**src/timer_three_pkg.sv**
```systemverilog
/*
  Shared constants and types for the capture / reload / baud timer: register
  offsets, reset values, control field layout, mode encoding, tick dividers.
  Assumes one system clock and a byte-wide register port of the plain kind.
*/
package timer_three_pkg;

  // ---------------------------------------------------------------------------
  // register map
  // ---------------------------------------------------------------------------
  localparam int          ADDR_W      = 3;
  localparam int          DATA_W      = 8;
  localparam logic [2:0]  OFS_CTRL    = 3'h0;
  localparam logic [2:0]  OFS_CNT_LO  = 3'h1;
  localparam logic [2:0]  OFS_CNT_HI  = 3'h2;
  localparam logic [2:0]  OFS_CAP_LO  = 3'h3;
  localparam logic [2:0]  OFS_CAP_HI  = 3'h4;
  localparam logic [7:0]  UNMAPPED_RD = 8'h00;

  // ---------------------------------------------------------------------------
  // reset values
  // ---------------------------------------------------------------------------
  localparam logic [7:0]  CTRL_RESET   = 8'h00;
  localparam logic [15:0] COUNT_RESET  = 16'h0000;
  localparam logic [15:0] RELOAD_RESET = 16'h0000;
  localparam logic [15:0] COUNT_TOP    = 16'hFFFF;

  // ---------------------------------------------------------------------------
  // timing counts: clocks per machine cycle and per state time
  // ---------------------------------------------------------------------------
  localparam int MACHINE_DIV = 12;
  localparam int STATE_DIV   = 2;

  // ---------------------------------------------------------------------------
  // types
  // ---------------------------------------------------------------------------
  // control byte, bit 7 down to bit 0
  typedef struct packed {
    logic overflowFlag;
    logic externalEventFlag;
    logic receiveClockSelect;
    logic transmitClockSelect;
    logic externalTriggerEnable;
    logic runControl;
    logic countSourceSelect;
    logic captureSelect;
  } timer_three_control_s;

  // one register port request
  typedef struct packed {
    logic              write;
    logic              read;
    logic [ADDR_W-1:0] addr;
    logic [DATA_W-1:0] wdata;
  } reg_req_s;

  typedef enum logic [1:0] {
    MODE_RELOAD  = 2'b00,
    MODE_CAPTURE = 2'b01,
    MODE_BAUD    = 2'b11
  } mode_e;

endpackage : timer_three_pkg
```
**src/edge_sampler.sv**
```systemverilog
/*
  Two-flop synchroniser for a pin, then a falling-edge detector that samples
  once per sample tick. Assumes sampleTick is a one-cycle pulse on this clock.
*/
`timescale 1ns/10ps
module edge_sampler (
  // clock and reset
  input  wire logic clock,
  input  wire logic rst,
  // pin and sample strobe
  input  wire logic pin,
  input  wire logic sampleTick,
  // falling edge pulse
  output logic      fall
);
  logic syncA_r;
  logic syncB_r;
  logic prev_r;

  // first flop feeds only the second
  always_ff @(posedge clock) begin
    if (rst) begin
      syncA_r <= 1'b1;
      syncB_r <= 1'b1;
    end else begin
      syncA_r <= pin;
      syncB_r <= syncA_r;
    end
  end

  // high in one sample, low in the next
  always_ff @(posedge clock) begin
    if (rst) begin
      prev_r <= 1'b1;
      fall   <= 1'b0;
    end else begin
      if (sampleTick) prev_r <= syncB_r;
      fall <= sampleTick && prev_r && !syncB_r;
    end
  end
endmodule : edge_sampler

```
**src/tick_divider.sv**
```systemverilog
/*
  Free running divider giving a one-cycle tick every DIV clocks.
  Assumes a synchronous active-high reset on the same clock.
*/
`timescale 1ns/10ps
module tick_divider #(
  parameter int DIV = 12
) (
  // clock and reset
  input  wire logic clock,
  input  wire logic rst,
  // tick out
  output logic      tick
);
  localparam int W = (DIV > 1) ? $clog2(DIV) : 1;
  localparam logic [W-1:0] LAST = W'(DIV - 1);

  logic [W-1:0] cnt_r;

  // wrap at LAST and pulse on the wrap
  always_ff @(posedge clock) begin
    if (rst) begin
      cnt_r <= '0;
      tick  <= 1'b0;
    end else begin
      cnt_r <= (cnt_r == LAST) ? '0 : cnt_r + W'(1);
      tick  <= (cnt_r == LAST);
    end
  end
endmodule : tick_divider

```
**src/timer_three.sv**
```systemverilog
/*
  Third 16-bit timer/counter with capture, auto-reload and baud rate modes,
  control and data registers behind a plain byte-wide register port.
  Assumes the serial port takes one-cycle clock ticks, the aux timer gives a
  one-cycle overflow pulse on this clock, and both pins are asynchronous.
*/
`timescale 1ns/10ps
module timer_three
  import timer_three_pkg::*;
#(
  parameter int MACH_DIV  = MACHINE_DIV,
  parameter int STATE_CNT = STATE_DIV
) (
  // clock and reset
  input  wire logic        clock,
  input  wire logic        rst,
  // register port
  input  wire reg_req_s    regReq,
  output logic [7:0]       readData,
  // pins
  input  wire logic        externalTriggerPin,
  input  wire logic        countInputPin,
  // serial port clocking
  input  wire logic        auxTimerOverflow,
  output logic             transmitClockTick,
  output logic             receiveClockTick,
  // flags
  output logic             overflowFlag,
  output logic             externalEventFlag
);

  // ---------------------------------------------------------------------------
  // state
  // ---------------------------------------------------------------------------
  timer_three_control_s ctrl_r;
  timer_three_control_s ctrl_nxt;
  logic [15:0]          count_r;
  logic [15:0]          count_nxt;
  logic [15:0]          reload_r;
  logic [15:0]          reload_nxt;
  logic [7:0]           readData_nxt;
  logic                 txTick_nxt;
  logic                 rxTick_nxt;

  // ---------------------------------------------------------------------------
  // tick sources and pin edges
  // ---------------------------------------------------------------------------
  logic machTick;
  logic stateTick;
  logic trigFall;
  logic pinFall;

  tick_divider #(.DIV(MACH_DIV)) machineDiv (
    .clock (clock),
    .rst   (rst),
    .tick  (machTick)
  );

  tick_divider #(.DIV(STATE_CNT)) stateDiv (
    .clock (clock),
    .rst   (rst),
    .tick  (stateTick)
  );

  edge_sampler triggerEdge (
    .clock      (clock),
    .rst        (rst),
    .pin        (externalTriggerPin),
    .sampleTick (machTick),
    .fall       (trigFall)
  );

  edge_sampler countEdge (
    .clock      (clock),
    .rst        (rst),
    .pin        (countInputPin),
    .sampleTick (machTick),
    .fall       (pinFall)
  );

  // ---------------------------------------------------------------------------
  // register decode
  // ---------------------------------------------------------------------------
  wire ctrlWrite  = regReq.write && (regReq.addr == OFS_CTRL);
  wire cntLoWrite = regReq.write && (regReq.addr == OFS_CNT_LO);
  wire cntHiWrite = regReq.write && (regReq.addr == OFS_CNT_HI);
  wire capLoWrite = regReq.write && (regReq.addr == OFS_CAP_LO);
  wire capHiWrite = regReq.write && (regReq.addr == OFS_CAP_HI);
  wire cntWrite   = cntLoWrite || cntHiWrite;
  wire capWrite   = capLoWrite || capHiWrite;

  // ---------------------------------------------------------------------------
  // mode and event decode
  // ---------------------------------------------------------------------------
  mode_e mode;
  wire   baudMode = ctrl_r.receiveClockSelect || ctrl_r.transmitClockSelect;
  assign mode     = baudMode ? MODE_BAUD :
                    (ctrl_r.captureSelect ? MODE_CAPTURE : MODE_RELOAD);

  // internal ticks run at state time in baud mode, machine cycle otherwise
  wire internalTick = baudMode ? stateTick : machTick;
  wire sourceTick   = ctrl_r.countSourceSelect ? pinFall : internalTick;
  wire countTick    = ctrl_r.runControl && sourceTick;
  wire rollover     = countTick && (count_r == COUNT_TOP);
  wire trigEvent    = ctrl_r.externalTriggerEnable && trigFall;
  wire setOverflow  = rollover && (mode != MODE_BAUD);
  wire baudPulse    = rollover && (mode == MODE_BAUD);
  wire [15:0] countInc = count_r + 16'h0001;

  // ---------------------------------------------------------------------------
  // counter next value
  // ---------------------------------------------------------------------------
  always_comb begin
    count_nxt = count_r;
    case (mode)
      MODE_CAPTURE: begin
        if (trigEvent) count_nxt = COUNT_RESET;
        else if (countTick) count_nxt = countInc;
      end
      MODE_RELOAD: begin
        if (rollover || trigEvent) count_nxt = reload_r;
        else if (countTick) count_nxt = countInc;
      end
      MODE_BAUD: begin
        if (rollover) count_nxt = reload_r;
        else if (countTick) count_nxt = countInc;
      end
      default: count_nxt = count_r;
    endcase
    // software write wins over the counter
    if (cntLoWrite) count_nxt[7:0] = regReq.wdata;
    if (cntHiWrite) count_nxt[15:8] = regReq.wdata;
  end

  // ---------------------------------------------------------------------------
  // capture / reload pair next value
  // ---------------------------------------------------------------------------
  always_comb begin
    reload_nxt = reload_r;
    if ((mode == MODE_CAPTURE) && trigEvent) reload_nxt = count_r;
    if (capLoWrite) reload_nxt[7:0] = regReq.wdata;
    if (capHiWrite) reload_nxt[15:8] = regReq.wdata;
  end

  // ---------------------------------------------------------------------------
  // control next value: hardware set wins over a software clear
  // ---------------------------------------------------------------------------
  always_comb begin
    ctrl_nxt = ctrlWrite ? timer_three_control_s'(regReq.wdata) : ctrl_r;
    if (setOverflow) ctrl_nxt.overflowFlag = 1'b1;
    if (trigEvent) ctrl_nxt.externalEventFlag = 1'b1;
  end

  // ---------------------------------------------------------------------------
  // serial clock selection, each direction on its own
  // ---------------------------------------------------------------------------
  assign txTick_nxt = ctrl_r.transmitClockSelect ? baudPulse : auxTimerOverflow;
  assign rxTick_nxt = ctrl_r.receiveClockSelect ? baudPulse : auxTimerOverflow;

  // ---------------------------------------------------------------------------
  // read mux
  // ---------------------------------------------------------------------------
  always_comb begin
    case (regReq.addr)
      OFS_CTRL:   readData_nxt = ctrl_r;
      OFS_CNT_LO: readData_nxt = count_r[7:0];
      OFS_CNT_HI: readData_nxt = count_r[15:8];
      OFS_CAP_LO: readData_nxt = reload_r[7:0];
      OFS_CAP_HI: readData_nxt = reload_r[15:8];
      default:    readData_nxt = UNMAPPED_RD;
    endcase
  end

  // ---------------------------------------------------------------------------
  // registers
  // ---------------------------------------------------------------------------
  always_ff @(posedge clock) begin
    if (rst) begin
      ctrl_r   <= CTRL_RESET;
      count_r  <= COUNT_RESET;
      reload_r <= RELOAD_RESET;
    end else begin
      ctrl_r   <= ctrl_nxt;
      count_r  <= count_nxt;
      reload_r <= reload_nxt;
    end
  end

  // outputs, each from a flop
  always_ff @(posedge clock) begin
    if (rst) begin
      readData          <= 8'h00;
      transmitClockTick <= 1'b0;
      receiveClockTick  <= 1'b0;
    end else begin
      readData          <= regReq.read ? readData_nxt : 8'h00;
      transmitClockTick <= txTick_nxt;
      receiveClockTick  <= rxTick_nxt;
    end
  end

  assign overflowFlag      = ctrl_r.overflowFlag;
  assign externalEventFlag = ctrl_r.externalEventFlag;
endmodule : timer_three

```
**config.mk**
```make
export PLATFORM = sky130hd
export DESIGN_NAME = timer_three
export DESIGN_NICKNAME = d
export VERILOG_FILES = /design/src/timer_three_pkg.sv /design/src/edge_sampler.sv /design/src/tick_divider.sv /design/src/timer_three.sv
export SDC_FILE = /design/constraint.sdc
export NUM_CORES = 1
export LEC_CHECK = 0
export ABC_CLOCK_PERIOD_IN_PS = 2800
export BUFFER_PORTS_ARGS = -buffer_cell sky130_fd_sc_hd__buf_2
export CELL_PAD_IN_SITES_DETAIL_PLACEMENT = 2
export CELL_PAD_IN_SITES_GLOBAL_PLACEMENT = 2
export CORE_ASPECT_RATIO = 1.75
export CORE_MARGIN = 3
export CORE_UTILIZATION = 35
export CTS_CLUSTER_DIAMETER = 200
export CTS_CLUSTER_SIZE = 12
export DETAILED_ROUTE_END_ITERATION = 7
export PLACE_DENSITY = 0.75
export SYNTH_ARGS = -nofsm -noshare
export SYNTH_HDL_FRONTEND = slang
export SYNTH_SLANG_ARGS = --single-unit
```
**constraint.sdc**
```tcl
create_clock -name clock -period 2.8 [get_ports clock]
set_input_delay 0.84 -clock clock [delete_from_list [all_inputs] [get_ports clock]]
set_output_delay 0.84 -clock clock [all_outputs]
set_load 0.01 [all_outputs]
```
# Word level (Yosys, flattened, before mapping)
# Index checks and enable logic that the tools add are counted.
# W data, S select, Z words.
[totals] out_inout_bits=12 in_bits=18 register_bits=65 elab_cells=90
[classes] n_mux=20 n_reduce_logical=30 n_eq_ne=9 bitwise=1 n_addsub=3
[op_table] op="$mux W16" count=5
[op_table] op="$pmux W16 S3" count=1
[op_table] op="$mux W8" count=5
[op_table] op="$pmux W8 S5" count=1
[op_table] op="$add A16 B1 Y16 const B" count=1
[op_table] op="$eq A16 B16 Y1 const B" count=1
[op_table] op="$logic_and A1 B1 Y1" count=15
[op_table] op="$reduce_bool A2 Y1" count=4
[op_table] op="$reduce_bool A4 Y1" count=2
[op_table] op="$mux W1" count=7
[op_table] op="$eq A3 B2 Y1 const B" count=2
[op_table] op="$reduce_or A2 Y1" count=3
[op_table] op="$add A4 B1 Y4 const B" count=1
[op_table] op="$eq A4 B4 Y1 const B" count=1
[op_table] op="$eq A3 B1 Y1 const B" count=1
[op_table] op="$eq A3 B3 Y1 const B" count=1
[op_table] op="$logic_not A3 Y1" count=1
[op_table] op="$eq A2 B1 Y1 const B" count=1
[op_table] op="$eq A2 B2 Y1 const B" count=1
[op_table] op="$logic_not A1 Y1" count=2
[op_table] op="$logic_not A2 Y1" count=1
[op_table] op="$logic_or A1 B1 Y1" count=2
[op_table] op="$mux W2" count=1
[op_table] op="$ne A2 B2 Y1 const B" count=1
[op_table] op="other kinds (2)" count=2

# Depth between registers and ports, before layout
[logic_depth] ltp_word=9 mapped_depth=8 depth_no_buf=6

# By module
# Synthesis repeated with hierarchy kept, for this count alone.
[hier_totals] cells_unflattened=358 area_unflattened_um2=3238.1
[modules_own_cells] mod="timer_three" cells_each=318 instances=1 seq_area_each_um2=1001.0 area_each_um2=2741.4
[modules_own_cells] mod="edge_sampler" cells_each=9 instances=2 seq_area_each_um2=80.1 area_each_um2=120.1
[modules_own_cells] mod="tick_divider at machineDiv" cells_each=18 instances=1 seq_area_each_um2=100.1 area_each_um2=198.9
[modules_own_cells] mod="tick_divider at stateDiv" cells_each=4 instances=1 seq_area_each_um2=40.0 area_each_um2=57.6

# Least setup slack after synthesis
# Ideal clock, no wire load.
[synth_path] kind="input to register" start="in regReq[8] in the netlist's numbering" end="reg count_r[3]" setup_slack_ps=473 setup_ps=126 required_ps=2674 n_path_buf=3 path_stages=8 t_arrival_ps=2200 cell_sequence="buf_2 > nand2b_1 > clkbuf_1 > or3b_1 > clkbuf_1 > and2_1 > nand2_1 > o211ai_1"
[synth_between] elab_chain_len=3 elab_cells_between_ends=4 cone_classes="eq/ne (1); mux (1); reduce/logical (2)"
[synth_rtl] element="from (decl)" line="timer_three.sv:18" text="input wire reg_req_s regReq,"
[synth_rtl] element="$eq A3 B1 Y1 *" line="timer_three.sv:85" text="wire cntLoWrite = regReq.write && (regReq.addr == OFS_CNT_LO);"
[synth_rtl] element="$logic_and A1 B1 Y1 *" line="timer_three.sv:85"
[synth_rtl] element="$reduce_bool A4 Y1 (no line) / $mux W8 (equally long branches)"
[synth_rtl] element="to (signal assigned)" line="timer_three.sv:184" text="count_r <= count_nxt;"
[synth_rtl] element="to (decl)" line="timer_three.sv:37" text="logic [15:0] count_r;"
# Every way passes the cells marked *; elsewhere a longest branch is shown, timed or not.
# A chain may end at the register's enable or synchronous reset.

# Final worst setup path
[layout_path] start="reg count_r[0]" end="reg count_r[11]"
[layout_between] elab_chain_len=6 elab_cells_between_ends=10 cone_classes="add/sub (1); eq/ne (1); mux (6); reduce/logical (2)"
[layout_rtl] element="branches (longest 4 deep; another with $add A16 B1 Y16)"
[layout_rtl] element="$pmux W16 S3 *" line="timer_three.sv:115" text="case (mode)"
[layout_rtl] element="$mux W8 *" line="timer_three.sv:132" text="if (cntHiWrite) count_nxt[15:8] = regReq.wdata;"
# Mark *: on every way between the ends.

==> run_results.csv <==
group,metric,value,unit
floorplan,core,9210,µm²
power,pwr-share-seq,0.427,
drt,first_pass_iters,4,
worst_setup_path,worst_ep_required_time,3.05,ns
sta,clock.fmax,411,MHz
job,cap_violations,0,
sta,finClkSkew,0.00486,ns
global_routing,grt_pass1_vias,3736,
worst_hold_path,min_from,"countEdge.syncA_r",
cts,cts-root-buf,"clkbuf_16",
place,gp_congestion,0.830,
drt,drt_iter0_markers,148,
drt,wl_per_cell,23.4,µm
worst_setup_path,worstPathMaxFanout,16,
yosys,ys_seq_area_frac,0.388,
cts,ctsLongestPathBuffers,2,
power,pwr-share-clk,0.504,
yosys,synth_cell_types,51,
sta,setup_violations,0,
yosys,synth_enable_flop_cells,0,
sta,worst_pin_slew,0.612,ns
sta,tns,0,ns
drt,vias,3395,
floorplan,io_pins,30,
floorplan,initial_utilization,0.364,
yosys,ys_warn_count,0,
final_layout,diodes,0,
power,power_density,580,nW/µm²
final_layout,nets,460,
drt,drc,0,
worst_hold_path,hold_class,"reg2reg",
sta,final.min_clock_period,2.43,ns
power,ir_worst_vdd,0.000477,V
cts,path_clk_slew,0.06,ns
global_routing,grt_pass1_wl,20700,µm
yosys,syn_nets,432,
floorplan,die-height,135,µm
worst_setup_path,arrival,2.68,ns
worst_setup_path,worst_setup_path_start_kind,"register",
power,swShare,0.251,
worst_setup_path,crit_type,"reg2reg",
worst_setup_path,startpoint,"count_r[0]",
drt,final_antenna_net_count,0,
place,place_ws,0.314,ns
global_routing,grt_overflow_total,0,
outcome,status,"finished clean",
cts,insertion_delay,0.34,ns
yosys,yosys.area.top_type,"dfxtp_1",
floorplan,std_cell_rows,46,
power,p_leak,0.00135,µW
yosys,syn_area,3350,µm²
yosys,synth_ff_type,"dfxtp_1",
yosys,ys_async_sr_fraction,0,
cts,cts_buffers,9,
final_layout,syn_to_final_growth,18.5,%
cts,clock-sinks,65,
cts,cts_resized,0,
cts,htreeDepth,3,
final_layout,drive_gt1_frac,0.182,
sta,slew_headroom,0.592,
floorplan,die_area,10800,µm²
power,p_total,2310,µW
sta,rsz0062_at_grt,"no",
sta,fin_crit_sh,0.868,
power,internal_power,1730,µW
drt,finalWirelength,13200,µm
yosys,synth_top_area_share,0.388,
power,share_comb_of_total_power,0.069,
global_routing,antenna_found_initial,0,
place,hpwl,9560,µm
power,p_switching,578,µW
yosys,synth-seq-cells,65,
sta,hold_viol,0,
place,io_buffers,29,
yosys,syn_inst,412,
worst_setup_path,end_kind,"register",
sta,fin_ws,0.369,ns
cts,postCtsHoldBufs,0,
drt,viasPerCell,6.01,
global_routing,grt_max_degree,52,
cts,cts_tree,"built",
cts,postCtsSetupBuffers,0,
yosys,avgSynthCellArea,8.14,µm²
yosys,synthTopCellsByArea,"dfxtp_1, a311oi_1, nand2_1",
worst_setup_path,r2r-start,"count_r[0]",
sta,maxSlewViolCount,0,
floorplan,die_w,80.0,µm
global_routing,grtUsageTotal,0.259,
-- metal layers --
| layer | track usage | wire (µm) |
|---|---|---|
| met2 | 0.476 | 7180 |
| met3 | 0.0459 | 304 |
| met4 | 0.174 | 884 |
| met5 | 0 | 0 |
| met1 | 0.257 | 4840 |
-- stage by stage --
stage / hold slack, ns / util / cells / cell area (µm²)
finish: 0.412 / 0.432 / 565 / 3980
global route: 0.431 / 0.432 / 565 / 3980
CTS: 0.415 / 0.432 / 565 / 3980
detailed placement: 0.397 / 0.399 / 549 / 3670
global placement: 0.394 / 0.399 / 549 / 3670
floorplan: 0.385 / - / 412 / 3350
-- logic make-up (layout without fill, tap and decap cells) --
logic type / after synthesis / in the layout / synth area share
compound gates: 105 / 105 / 0.222
simple gates: 183 / 183 / 0.276
xor+xnor: 7 / 7 / 0.0183
buf+inv: 36 / 69 / 0.0455
flops: 65 / 65 / 0.388
fa+ha+maj: 2 / 2 / 0.00746
mux: 14 / 14 / 0.0425
-- worst paths after layout --
path | to | slack [ns] | cells after the start
max | count_r[11] | 0.37 | 6
min | countEdge.syncB_r | 0.41 | 1
max reg2reg | count_r[11] | 0.37 | 6
min reg2reg | countEdge.syncB_r | 0.41 | 1
-- critical path, cell delays in order, from the launching register on --
cell and delay (ns):
dfxtp_1 0.42, ha_1 0.31, nand3_1 0.17, or4_4 0.55
o21ai_4 0.45, nand3_1 0.16, a311oi_1 0.28
-- final cells by class --
cell class | instances | area, µm²
clock buffer | 10 | 239
tap | 120 | 150
inverter | 5 | 18.8
multi-input combinational | 311 | 1900
fill | 1060 | 5230
sequential | 65 | 1300
timing repair buffer | 48 | 300
clock inverter | 6 | 66.3
-- layout by cell type, fill, tap and decap left out, types with 3 or more instances in the layout --
cell | netlist | routed
a21oi_1 | 26 | 26
a22oi_1 | 8 | 8
a311oi_1 | 22 | 22
a311oi_2 | 3 | 3
a31oi_1 | 4 | 4
and2_1 | 5 | 5
buf_2 | 4 | 29
buf_4 | 1 | 18
clkbuf_16 | 0 | 9
clkinvlp_4 | 0 | 3
dfxtp_1 | 65 | 65
inv_1 | 5 | 5
mux2i_1 | 12 | 12
nand2_1 | 51 | 51
nand2b_1 | 4 | 4
nand3_1 | 16 | 16
nand3b_1 | 3 | 3
nand4_1 | 7 | 7
nor2_1 | 50 | 50
nor3_1 | 10 | 10
nor3b_1 | 4 | 4
nor4_1 | 8 | 8
o211ai_1 | 4 | 4
o21ai_0 | 19 | 19
o21ai_1 | 7 | 7
o311a_1 | 3 | 3
o31a_1 | 5 | 5
or2_2 | 4 | 4
xnor2_1 | 7 | 7
-- sequential cells by signal, indices dropped and copies added, names as in the netlist, 4 cells and up --
signal and flops:
ctrl_r 6, machineDiv.cnt_r 4, count_r 16, reload_r 16, readData 8
-- cells in the mapped netlist, drive strengths merged, types with 3 or more instances --
master,number
nor3,10
nand4,8
a311oi,25
inv,5
nand3,18
o211ai,4
nand2b,4
and2,5
nand3b,3
buf,6
a31oi,4
mux2i,12
nand2,51
nor3b,5
o311a,3
nor4,8
or2,5
o21ai,27
o31a,5
a21oi,26
xnor2,7
clkbuf,25
dfxtp,65
nor2,51
a22oi,8
-- power groups by stage --
stage	clock, µW	combinational, µW	sequential (µW)
detailed placement	0	158	1000
CTS	1180	161	985
global route	1220	176	988
global placement	0	152	1000
finish	1160	160	985
floorplan	0	95.1	993
(Power assumes the default switching activity.)
